===== src/verilog/dbsc_defines.vh =====
`ifndef DBSC_DEFINES_VH
`define DBSC_DEFINES_VH

// Register indexes; byte address is four times the index
`define DBSC_IDX_DESAT_CTRL     10'h190
`define DBSC_IDX_CUR_OFFSET     10'h191
`define DBSC_IDX_BLANKING       10'h192
`define DBSC_IDX_SLOPE          10'h193
`define DBSC_IDX_DEADTIME       10'h194
`define DBSC_IDX_DRV_OPTION     10'h195
`define DBSC_IDX_OFFSET_TRIM    10'h196
`define DBSC_IDX_DESAT_FLAG     10'h197

// Desaturation control fields
`define DBSC_DS_INPUT_SEL_BIT   7
`define DBSC_DS_WDT_EN_BIT      6
`define DBSC_DS_RESERVED_BIT    5
`define DBSC_DS_POLARITY_BIT    4
`define DBSC_DS_OUT_EN_BIT      3
`define DBSC_DS_STATUS_BIT      2
`define DBSC_DS_RISE_EN_BIT     1
`define DBSC_DS_FALL_EN_BIT     0
`define DBSC_DS_FLAG_BIT        0

// Other fields
`define DBSC_SLOPE_BYPASS_BIT   6
`define DBSC_PRI_DT_BYPASS_BIT  1
`define DBSC_SEC_DT_BYPASS_BIT  0

// Reset values
`define DBSC_RST_DESAT_CTRL     8'h00
`define DBSC_RST_CUR_OFFSET     4'h0
`define DBSC_RST_BLANKING       2'h0
`define DBSC_RST_SLOPE          7'h00
`define DBSC_RST_DEADTIME       8'h00
`define DBSC_RST_DRV_OPTION     2'h0
`define DBSC_RST_OFFSET_TRIM    8'h00

// Timing
`define DBSC_CLK_PERIOD_NS      20
`define DBSC_LEB_SEL1_NS        50
`define DBSC_LEB_SEL2_NS        100
`define DBSC_LEB_SEL3_NS        200
`define DBSC_DEAD_STEP_NS       16
`define DBSC_CUR_OFFSET_STEP_MV 50
`define DBSC_NS_TO_CYC(ns) (((ns) + `DBSC_CLK_PERIOD_NS - 1) / `DBSC_CLK_PERIOD_NS)

`endif


===== src/verilog/dbsc_turn_on_delay.v =====
`timescale 1ns/10ps
`include "dbsc_defines.vh"

module dbsc_turn_on_delay #(
  parameter CODE_W = 4
) (
  input  wire              clk,
  input  wire              rst_n,
  input  wire              drive_in,
  input  wire              bypass,
  input  wire [CODE_W-1:0] delay_code,
  output wire              drive_out
);

  reg [4:0] cnt_reg;
  reg       out_reg;

  // Least time, rounded up to whole clocks
  function [4:0] delay_cycles;
    input [CODE_W-1:0] code;
    integer            ns;
    integer            cyc;
    begin
      ns           = (code + 1) * `DBSC_DEAD_STEP_NS;
      cyc          = `DBSC_NS_TO_CYC(ns);
      delay_cycles = cyc[4:0];
    end
  endfunction

  always @(posedge clk or negedge rst_n) begin
    if (!rst_n) begin
      cnt_reg <= 5'h00;
      out_reg <= 1'b0;
    end else if (!drive_in) begin
      cnt_reg <= 5'h00;
      out_reg <= 1'b0;
    end else if (bypass) begin
      out_reg <= 1'b1;
    end else if (!out_reg) begin
      if (cnt_reg + 5'h01 >= delay_cycles(delay_code)) begin
        out_reg <= 1'b1;
      end else begin
        cnt_reg <= cnt_reg + 5'h01;
      end
    end
  end

  assign drive_out = out_reg;

endmodule


===== src/verilog/dbsc_desat_blanking_slope.v =====
// Design decision made here: the Avalon-MM register port.
`timescale 1ns/10ps
`include "dbsc_defines.vh"

module dbsc_desat_blanking_slope (
  input  wire        SYS_CLK,
  input  wire        RST_N,
  input  wire [11:0] AVS_ADDRESS,
  input  wire        AVS_READ,
  input  wire        AVS_WRITE,
  input  wire [31:0] AVS_WRITEDATA,
  input  wire [3:0]  AVS_BYTEENABLE,
  output wire [31:0] AVS_READDATA,
  output wire        AVS_WAITREQUEST,
  input  wire        DESAT_COMPARE_RAW,
  input  wire        DESAT_WATCHDOG,
  input  wire        PRIMARY_CURRENT_TRIP_RAW,
  input  wire        PWM_PRIMARY_IN,
  input  wire        PWM_SECONDARY_IN,
  output wire        DESAT_INPUT_SELECT,
  output wire [7:0]  DESAT_OFFSET_TRIM,
  output wire        DESAT_PWM_ACTION,
  output wire        PWM_WATCHDOG_RESET,
  output wire [3:0]  CURRENT_OFFSET_CODE,
  output wire [9:0]  CURRENT_OFFSET_MV,
  output wire        PRIMARY_CURRENT_TRIP,
  output wire        SLOPE_ENABLE,
  output wire [5:0]  SLOPE_RATE_CODE,
  output wire        PRIMARY_GATE_DRIVE,
  output wire        SECONDARY_GATE_DRIVE
);

  // Constants held at the width of their targets
  localparam [6:0] slope_rst_val  = `DBSC_RST_SLOPE;
  localparam [9:0] offset_step_mv = `DBSC_CUR_OFFSET_STEP_MV;

  // Reset release
  reg  [1:0] rst_sync_reg;
  wire       rst_n_int;

  // Bus handshake
  reg        ack_reg;
  reg [31:0] readdata_reg;
  wire       bus_req;
  wire       wr_go;
  wire [9:0] word_idx;

  // Software registers
  reg [7:0]  desat_ctrl_reg;
  reg        desat_event_flag_reg;
  reg [3:0]  current_offset_code_reg;
  reg [1:0]  blanking_select_reg;
  reg        slope_bypass_reg;
  reg [5:0]  slope_rate_code_reg;
  reg [7:0]  deadtime_config_reg;
  reg [1:0]  driver_option_reg;
  reg [7:0]  desat_offset_trim_reg;

  // Pin synchronisers and filtered levels
  reg [2:0]  desat_sync_reg;
  reg        desat_level_reg;
  reg [2:0]  trip_sync_reg;
  reg        trip_level_reg;

  // Desaturation path
  reg        desat_out_prev_reg;
  reg        desat_action_reg;
  reg        wdt_reset_reg;
  wire       desat_out;
  wire       desat_rise;
  wire       desat_fall;
  wire       desat_set;
  wire       flag_clear;
  reg        desat_event_flag_next;

  // Blanking
  reg [3:0]  blank_cnt_reg;
  reg [3:0]  blank_cnt_next;
  reg        pri_gate_prev_reg;
  reg        trip_out_reg;
  wire       pri_gate;
  wire       sec_gate;
  wire       pri_rise;
  wire       blanking_active;

  // Blanking interval in clocks, least time rounded up
  function [3:0] blank_cycles;
    input [1:0] sel;
    integer     cyc;
    begin
      case (sel)
        2'h1:    cyc = `DBSC_NS_TO_CYC(`DBSC_LEB_SEL1_NS);
        2'h2:    cyc = `DBSC_NS_TO_CYC(`DBSC_LEB_SEL2_NS);
        2'h3:    cyc = `DBSC_NS_TO_CYC(`DBSC_LEB_SEL3_NS);
        default: cyc = 0;
      endcase
      blank_cycles = cyc[3:0];
    end
  endfunction

  // Pin input stage: change accepted once stages two and three agree
  function filt_next;
    input [2:0] sync;
    input       level;
    begin
      if (sync[1] == sync[2]) begin
        filt_next = sync[2];
      end else begin
        filt_next = level;
      end
    end
  endfunction

  always @(posedge SYS_CLK or negedge RST_N) begin
    if (!RST_N) begin
      rst_sync_reg <= 2'h0;
    end else begin
      rst_sync_reg <= {rst_sync_reg[0], 1'b1};
    end
  end

  assign rst_n_int = rst_sync_reg[1];

  // Avalon slave: one wait cycle, then answer
  assign bus_req         = AVS_READ | AVS_WRITE;
  assign AVS_WAITREQUEST = bus_req & ~ack_reg;
  assign wr_go           = AVS_WRITE & ack_reg & AVS_BYTEENABLE[0];
  assign word_idx        = AVS_ADDRESS[11:2];
  assign AVS_READDATA    = readdata_reg;

  always @(posedge SYS_CLK or negedge rst_n_int) begin
    if (!rst_n_int) begin
      ack_reg <= 1'b0;
    end else begin
      ack_reg <= bus_req & ~ack_reg;
    end
  end

  always @(posedge SYS_CLK or negedge rst_n_int) begin
    if (!rst_n_int) begin
      readdata_reg <= 32'h00000000;
    end else if (AVS_READ & ~ack_reg) begin
      case (word_idx)
        `DBSC_IDX_DESAT_CTRL: begin
          readdata_reg <= {24'h000000, desat_ctrl_reg[7:3], desat_out,
                           desat_ctrl_reg[1:0]};
        end
        `DBSC_IDX_CUR_OFFSET: begin
          readdata_reg <= {28'h0000000, current_offset_code_reg};
        end
        `DBSC_IDX_BLANKING: begin
          readdata_reg <= {30'h00000000, blanking_select_reg};
        end
        `DBSC_IDX_SLOPE: begin
          readdata_reg <= {25'h0000000, slope_bypass_reg, slope_rate_code_reg};
        end
        `DBSC_IDX_DEADTIME: begin
          readdata_reg <= {24'h000000, deadtime_config_reg};
        end
        `DBSC_IDX_DRV_OPTION: begin
          readdata_reg <= {30'h00000000, driver_option_reg};
        end
        `DBSC_IDX_OFFSET_TRIM: begin
          readdata_reg <= {24'h000000, desat_offset_trim_reg};
        end
        `DBSC_IDX_DESAT_FLAG: begin
          readdata_reg <= {31'h00000000, desat_event_flag_reg};
        end
        default: begin
          readdata_reg <= 32'h00000000;
        end
      endcase
    end
  end

  // Register writes; the status bit is read-only
  always @(posedge SYS_CLK or negedge rst_n_int) begin
    if (!rst_n_int) begin
      desat_ctrl_reg          <= `DBSC_RST_DESAT_CTRL;
      current_offset_code_reg <= `DBSC_RST_CUR_OFFSET;
      blanking_select_reg     <= `DBSC_RST_BLANKING;
      slope_bypass_reg        <= slope_rst_val[`DBSC_SLOPE_BYPASS_BIT];
      slope_rate_code_reg     <= slope_rst_val[5:0];
      deadtime_config_reg     <= `DBSC_RST_DEADTIME;
      driver_option_reg       <= `DBSC_RST_DRV_OPTION;
      desat_offset_trim_reg   <= `DBSC_RST_OFFSET_TRIM;
    end else if (wr_go) begin
      case (word_idx)
        `DBSC_IDX_DESAT_CTRL: begin
          desat_ctrl_reg <= {AVS_WRITEDATA[7:3], 1'b0, AVS_WRITEDATA[1:0]};
        end
        `DBSC_IDX_CUR_OFFSET: begin
          current_offset_code_reg <= AVS_WRITEDATA[3:0];
        end
        `DBSC_IDX_BLANKING: begin
          blanking_select_reg <= AVS_WRITEDATA[1:0];
        end
        `DBSC_IDX_SLOPE: begin
          slope_bypass_reg    <= AVS_WRITEDATA[`DBSC_SLOPE_BYPASS_BIT];
          slope_rate_code_reg <= AVS_WRITEDATA[5:0];
        end
        `DBSC_IDX_DEADTIME: begin
          deadtime_config_reg <= AVS_WRITEDATA[7:0];
        end
        `DBSC_IDX_DRV_OPTION: begin
          driver_option_reg <= AVS_WRITEDATA[1:0];
        end
        `DBSC_IDX_OFFSET_TRIM: begin
          desat_offset_trim_reg <= AVS_WRITEDATA[7:0];
        end
        default: begin
          desat_offset_trim_reg <= desat_offset_trim_reg;
        end
      endcase
    end
  end

  // Pin synchronisers
  always @(posedge SYS_CLK or negedge rst_n_int) begin
    if (!rst_n_int) begin
      desat_sync_reg  <= 3'h0;
      desat_level_reg <= 1'b0;
      trip_sync_reg   <= 3'h0;
      trip_level_reg  <= 1'b0;
    end else begin
      desat_sync_reg  <= {desat_sync_reg[1:0], DESAT_COMPARE_RAW};
      desat_level_reg <= filt_next(desat_sync_reg, desat_level_reg);
      trip_sync_reg   <= {trip_sync_reg[1:0], PRIMARY_CURRENT_TRIP_RAW};
      trip_level_reg  <= filt_next(trip_sync_reg, trip_level_reg);
    end
  end

  // Desaturation comparator output, edges and flag
  assign desat_out  = desat_level_reg ^ desat_ctrl_reg[`DBSC_DS_POLARITY_BIT];
  assign desat_rise = desat_out & ~desat_out_prev_reg;
  assign desat_fall = ~desat_out & desat_out_prev_reg;
  assign desat_set  = (desat_rise & desat_ctrl_reg[`DBSC_DS_RISE_EN_BIT])
                    | (desat_fall & desat_ctrl_reg[`DBSC_DS_FALL_EN_BIT]);
  assign flag_clear = wr_go & (word_idx == `DBSC_IDX_DESAT_FLAG)
                    & AVS_WRITEDATA[`DBSC_DS_FLAG_BIT];

  always @* begin
    desat_event_flag_next = desat_event_flag_reg;
    if (flag_clear) begin
      desat_event_flag_next = 1'b0;
    end
    if (desat_set) begin
      desat_event_flag_next = 1'b1;
    end
  end

  always @(posedge SYS_CLK or negedge rst_n_int) begin
    if (!rst_n_int) begin
      desat_out_prev_reg   <= 1'b0;
      desat_event_flag_reg <= 1'b0;
      desat_action_reg     <= 1'b0;
      wdt_reset_reg        <= 1'b0;
    end else begin
      desat_out_prev_reg   <= desat_out;
      desat_event_flag_reg <= desat_event_flag_next;
      desat_action_reg     <= desat_out & desat_ctrl_reg[`DBSC_DS_OUT_EN_BIT];
      wdt_reset_reg        <= DESAT_WATCHDOG & desat_ctrl_reg[`DBSC_DS_WDT_EN_BIT];
    end
  end

  // Turn-on dead timers
  dbsc_turn_on_delay #(
    .CODE_W (4)
  ) u_primary_delay (
    .clk        (SYS_CLK),
    .rst_n      (rst_n_int),
    .drive_in   (PWM_PRIMARY_IN),
    .bypass     (driver_option_reg[`DBSC_PRI_DT_BYPASS_BIT]),
    .delay_code (deadtime_config_reg[7:4]),
    .drive_out  (pri_gate)
  );

  dbsc_turn_on_delay #(
    .CODE_W (4)
  ) u_secondary_delay (
    .clk        (SYS_CLK),
    .rst_n      (rst_n_int),
    .drive_in   (PWM_SECONDARY_IN),
    .bypass     (driver_option_reg[`DBSC_SEC_DT_BYPASS_BIT]),
    .delay_code (deadtime_config_reg[3:0]),
    .drive_out  (sec_gate)
  );

  // Leading-edge blanking after primary turn-on
  assign pri_rise        = pri_gate & ~pri_gate_prev_reg;
  assign blanking_active = (pri_rise & (blanking_select_reg != 2'h0))
                         | (blank_cnt_reg != 4'h0);

  always @* begin
    blank_cnt_next = blank_cnt_reg;
    if (pri_rise) begin
      if (blanking_select_reg != 2'h0) begin
        blank_cnt_next = blank_cycles(blanking_select_reg) - 4'h1;
      end else begin
        blank_cnt_next = 4'h0;
      end
    end else if (blank_cnt_reg != 4'h0) begin
      blank_cnt_next = blank_cnt_reg - 4'h1;
    end
  end

  always @(posedge SYS_CLK or negedge rst_n_int) begin
    if (!rst_n_int) begin
      pri_gate_prev_reg <= 1'b0;
      blank_cnt_reg     <= 4'h0;
      trip_out_reg      <= 1'b0;
    end else begin
      pri_gate_prev_reg <= pri_gate;
      blank_cnt_reg     <= blank_cnt_next;
      trip_out_reg      <= trip_level_reg & pri_gate & ~blanking_active;
    end
  end

  // Outputs to the analog side
  assign DESAT_INPUT_SELECT   = desat_ctrl_reg[`DBSC_DS_INPUT_SEL_BIT];
  assign DESAT_OFFSET_TRIM    = desat_offset_trim_reg;
  assign DESAT_PWM_ACTION     = desat_action_reg;
  assign PWM_WATCHDOG_RESET   = wdt_reset_reg;
  assign CURRENT_OFFSET_CODE  = current_offset_code_reg;
  assign CURRENT_OFFSET_MV    = {6'h00, current_offset_code_reg} * offset_step_mv;
  assign PRIMARY_CURRENT_TRIP = trip_out_reg;
  assign SLOPE_ENABLE         = ~slope_bypass_reg;
  assign SLOPE_RATE_CODE      = slope_rate_code_reg;
  assign PRIMARY_GATE_DRIVE   = pri_gate;
  assign SECONDARY_GATE_DRIVE = sec_gate;

endmodule


===== config.mk =====
export PLATFORM = sky130hd
export DESIGN_NAME = dbsc_desat_blanking_slope
export DESIGN_NICKNAME = d
export VERILOG_FILES = /design/src/verilog/dbsc_turn_on_delay.v /design/src/verilog/dbsc_desat_blanking_slope.v
export VERILOG_INCLUDE_DIRS = /design/src /design/src/verilog
export SDC_FILE = /design/constraint.sdc
export NUM_CORES = 1
export LEC_CHECK = 0
export BUFFER_PORTS_ARGS = -buffer_cell sky130_fd_sc_hd__buf_4
export CORE_UTILIZATION = 45
export CTS_CLUSTER_DIAMETER = 60
export DETAILED_ROUTE_END_ITERATION = 8
export GPL_TIMING_DRIVEN = 0
export PLACE_DENSITY = 0.68
export SLEW_MARGIN = 5
export SYNTH_ARGS = -nofsm -noshare
export SYNTH_HDL_FRONTEND = slang
export SYNTH_SLANG_ARGS = --single-unit

===== constraint.sdc =====
create_clock -name SYS_CLK -period 3 [get_ports SYS_CLK]
set_input_delay 0.9 -clock SYS_CLK [delete_from_list [all_inputs] [get_ports SYS_CLK]]
set_output_delay 0.9 -clock SYS_CLK [all_outputs]
set_load 0.02 [all_outputs]

[Word level (Yosys, flattened, before mapping)]
Index checks and enable logic that the tools add are counted.
Widths: inputs -> output; s select.
Storage, ports and cells
  register bits after elaboration: 103
  output and inout bits: 68
  word-level logic and storage cells: 124
Cells by class
  $add $sub $neg: 10
  multiply operators: 1
  divide/modulo/power cells: 2
  $lt $le $gt $ge: 2
  equality and inequality tests: 19
  muxes and demuxes: 25
  bitwise gates (word level): 26
  reduce and logical (&&, ||, !) cells: 13
Operators by type and width (count)
  $eq 10x9->1 const B: 8
  $add 32x6->32 const B: 2
  $div 32x6->32 const B: 2
  $pmux 8 s8: 1
  $sub 32x2->32 const B: 2
  $mux 5: 8
  $mux 4: 5
  $and 1x1->1: 16
  $reduce_and 2->1: 7
  $ne 2x2->1 const B: 6
  $pmux 4 s3: 1
  $add 4x1->5 const B: 2
  $add 5x1->5 const B: 2
  $ge 5x5->1: 2
  $mux 1: 10
  $mul 4x5->9 const B: 1
  $sub 4x1->4 const B: 2
  $not 1->1: 6
  $reduce_and 3->1: 2
  $reduce_bool 2->1: 3
  $eq 2x2->1 const B: 2
  $reduce_bool 4->1: 1
  $or 1x1->1: 3
  $eq 1x1->1: 2
  2 further kinds: 2

[Depth between registers and ports, before layout]
  depth in word-level cells: 9
  mapped depth: 29
  depth with buffers taken out: 25

[Modules after synthesis]
A second synthesis with hierarchy kept.
Unflattened totals
  cells, all modules: 616
  area, all modules: 5898.2 um^2
Modules (own cells, without submodules)
  dbsc_desat_blanking_slope: times used 1, cells an instance 272, area an instance 3328.2 um^2, seq. area each 1676.6 um^2
  dbsc_turn_on_delay: times used 2, cells an instance 172, area an instance 1285.0 um^2, seq. area each 150.1 um^2

[Worst setup path before layout]
OpenSTA, ideal clock, no wires.
  path kind: register to register
  start point: reg deadtime_config_reg[0]
  end point: reg u_secondary_delay.cnt_reg[2]
  setup time: 119 ps
  arrival time: 5166 ps
  required time: 2881 ps
  slack: -2285 ps
  stages on the path, launching flop included: 29
  cell sequence: dfrtp_1 > buf_2 > clkbuf_1 > inv_1 > ha_1 > buf_4 > inv_2 > a211oi_2 > o31ai_1 > buf_2 > o21a_1 > or2_1 > nor2b_1 > nor2_1 > xnor2_1 > ha_1 > nand2_1 > or3_1 > a31oi_1 > o21ai_1 > ha_1 > nand2b_1 > a21o_1 > a21o_1 > a21o_1 > a2111oi_4 > nand2_1 > xnor2_1 > and2_1
Between the ends
  cells in the longest elaborated chain, start to end: 7
RTL lines
  start, declared: RTL line dbsc_desat_blanking_slope.v:55  | reg [7:0] deadtime_config_reg;
  start signal, assigned: RTL line dbsc_desat_blanking_slope.v:184  | deadtime_config_reg <= `DBSC_RST_DEADTIME;
  start signal, assigned: RTL line dbsc_desat_blanking_slope.v:203  | deadtime_config_reg <= AVS_WRITEDATA[7:0];
  $add 4x1->5: RTL line dbsc_turn_on_delay.v:24  | ns = (code + 1) * `DBSC_DEAD_STEP_NS;
  $add 32x6->32 (no line)
  $sub 32x2->32 (no line)
  $div 32x6->32 (no line)
  $ge 5x5->1: RTL line dbsc_turn_on_delay.v:40  | if (cnt_reg + 5'h01 >= delay_cycles(delay_code)) begin
  $ne 2x2->1 (no line)
  $reduce_and 3->1 (no line)
  end signal, assigned: RTL line dbsc_turn_on_delay.v:43  | cnt_reg <= cnt_reg + 5'h01;
  end, declared: RTL line dbsc_turn_on_delay.v:15  | reg [4:0] cnt_reg;
Every way passes these cells.
A chain may end at the register's enable or synchronous reset.

[Worst setup path after layout]
  start point: reg deadtime_config_reg[0]
  end point: reg u_secondary_delay.cnt_reg[1]
Same word-level chain as after synthesis.

==> flow_summary.yaml <==
layout:
  nets: 849
  final_layout_size_suffix_gt1_share_pct: 38.3
  layout_common_cells: "buf_4, dfrtp_1, nand2_1, nor2_1, mux2_2"
  mostFrequentLayoutCell: "buf_4"
  n_antenna_cell: 0
  syn2layout_area_growth_pct: 32.6
  stdcell_area_um2: 7710
  fill_cells: 1069
  final_cells: 935
floorplan:
  dieWidth_um: 116
  io_pins: 125
  initial_core_util_pct: 46.1
  core-area_um2: 12600
  die_h_um: 116
  die_area_um2: 13400
  rows: 41
cts:
  clk_latency_ns: 0.34
  ctsHoldBuffers: 0
  cts_made_buffers: 9
  cts_htree_levels: 3
  cts_sinks: 79
  clockBufferDepth: 2
  cts-root-buf: "clkbuf_16"
  cts_tree: "done"
  clk_pin_slew_ns: 0.06
global_routing:
  grt_pass1_wl_mm: 24.6
  grt_antenna_before_repair: 0
  grt_pass1_vias: 4978
  grt_max_degree: 44
  grt_usage_pct: 23.6
  grt_overflow: 0
placed_design:
  place_hpwl_mm: 10.7
  numPortBuffers: 67
  gp_congestion: 0.855
  placedCellCount: 876
  placed_area_um2: 6800
synthesis:
  yosys_warnings: 0
  ys_types: 77
  syn_inst: 612
  synth_area_um2: 5820
  avgSynthCellArea_um2: 9.50
  synth_top_cell_area_share_pct: 34.0
  synth-seq-area-share_pct: 34.0
  synth-main-ff-cell: "dfrtp_1"
  synth-seq-cells: 79
  synth_edf_count: 0
  synthTopCellsByArea: "dfrtp_1, mux2_2, ha_1, buf_4, xnor2_1"
  async_flop_share_pct: 100
  synth_largest_area_cell: "dfrtp_1"
routing:
  ant_nets: 0
  via_per_inst: 5.47
  first_iter_violations: 366
  drtPass1Iterations: 5
  drt_wl_total_mm: 15.2
  drc: 0
  wl_per_cell_um: 16.3
  vias: 5115
flow_run:
  max-cap-violations: 0
critical_path:
  cp_max_fo: 6
  cp.arrival_ns: 5.30
  required_ns: 3.22
  critPathMaxStageDelay_ns: 0.40
  worst_path_max_delay_cell: "dfrtp_1"
  path_class: "flop to flop"
  r2r_slack_ns: -2.08
  start_kind: "flop"
  r2r_cells: 29
  critPathCaptureType: "flop"
outcome:
  outcome: "complete, but fails checks"
  failed_checks: "negative setup slack"
sta:
  fin_crit_ns: 5.08
  fin_worst_skew_ns: 0.0101
  period_share_pct: 169
  setup_viol: 12
  hold_viol: 0
  max-slew-margin-rel_pct: 30.9
  max_freq_mhz: 197
  rsz0062_at_grt: "true"
  fin_ws_ns: -2.08
  finalSetupTns_ns: -22.07
  slew_viol_final: 0
  max_slew.worst_pin.slew_ns: 1.03
power:
  power.density_nw_per_um2: 332
  p_total_mw: 2.56
  swShare_pct: 27.0
  power_switching_mw: 0.692
  pwr-share-clk_pct: 41.1
  vdd_drop_max_uv: 343
  p_comb_share_pct: 14.1
  p_seq_share_pct: 44.8
  p_int_mw: 1.87
  leakagePower_nw: 3.50
hold_path:
  hp-class: "flop to async pin"
## synth_stat cells, drive strengths merged (11+ instances only)
master  count
nor2       43
dfrtp      79
mux2       39
xnor2      27
clkbuf     18
inv        13
o21ai      34
nand2      41
xor2       12
ha         33
and2       14
a21oi      25
nand2b     16
mux2i      11
a31oi      17
nand3      21
buf        49
## worst max-delay path: cells and delay by family (launching register included)
family,cells,cell delay (ns)
compound gates,11,2.10
xor+xnor,1,0.21
fa+ha+maj,3,0.68
buf+inv,8,0.98
flops,1,0.40
mux,1,0.18
simple gates,5,0.43
## path summary, 6_finish.rpt
check / from / endpoint
max: deadtime_config_reg[0] / u_secondary_delay.cnt_reg[1]
min: rst_sync_reg[1] / desat_sync_reg[0]
max reg2reg: deadtime_config_reg[0] / u_secondary_delay.cnt_reg[1]
min reg2reg: rst_sync_reg[1] / desat_sync_reg[0]
max in group asynchronous: rst_sync_reg[1] / deadtime_config_reg[5]
min in group SYS_CLK: desat_sync_reg[0] / desat_sync_reg[1]
## through the flow
step	setup WS (ns)	hold slack, ns	utilization, %
finish	-2.08	0.290	61.1
global route	-2.35	0.319	61.1
CTS	-2.24	0.308	59.6
detailed placement	-2.52	0.301	53.9
global placement	-2.48	0.332	53.7
floorplan	-1.88	0.331	-
## layer usage
layer | wire length [um] | vias up | global-route usage, %
met2 | 7180 | 193 | 38.8
met1 | 6890 | 2451 | 31.7
met4 | 254 | 0 | 7.44
met3 | 874 | 30 | 4.13
met5 | 0 | - | 0
li1 | - | 2441 | -
## cells by family after synthesis
group / Yosys count / synth area share, %
muxes: 52 / 10.2
xor gates and xnor gates: 39 / 6.71
DFF: 79 / 34.0
adders and majority gates: 36 / 7.79
and+or+nand+nor: 182 / 15.9
AOI/OAI and AO/OA: 142 / 17.2
buffers and inverters: 80 / 8.05
other: 2 / 0.129
## what timing repair did
| action | 4_1_cts | 5_1_grt |
|---|---|---|
| setup endpoints to repair | 13 | 13 |
| resized for setup | 35 | 34 |
| setup buffers | 38 | 6 |
| pin swaps | 41 | 31 |
## area by class of cell
| type | count | area, um^2 | share of cell area [%] |
|---|---|---|---|
| Multi-Input combinational cell | 477 | 3780 | 49.0 |
| Inverter | 13 | 71.3 | 0.925 |
| Buffer | 66 | 490 | 6.36 |
| Tap cell | 172 | 215 | 2.79 |
| Clock inverter | 6 | 51.3 | 0.665 |
| Clock buffer | 10 | 239 | 3.10 |
| Sequential cell | 79 | 1990 | 25.8 |
| Timing Repair Buffer | 112 | 873 | 11.3 |
## power by group through the flow
stage / Sequential [mW] / Combinational (mW) / Clock (mW)
finish: 1.15 / 0.361 / 1.05
global route: 1.15 / 0.400 / 1.11
CTS: 1.15 / 0.359 / 1.07
detailed placement: 1.17 / 0.348 / 0
global placement: 1.18 / 0.318 / 0
floorplan: 1.17 / 0.239 / 0
Note: power is estimated with default switching activity, not from simulation.
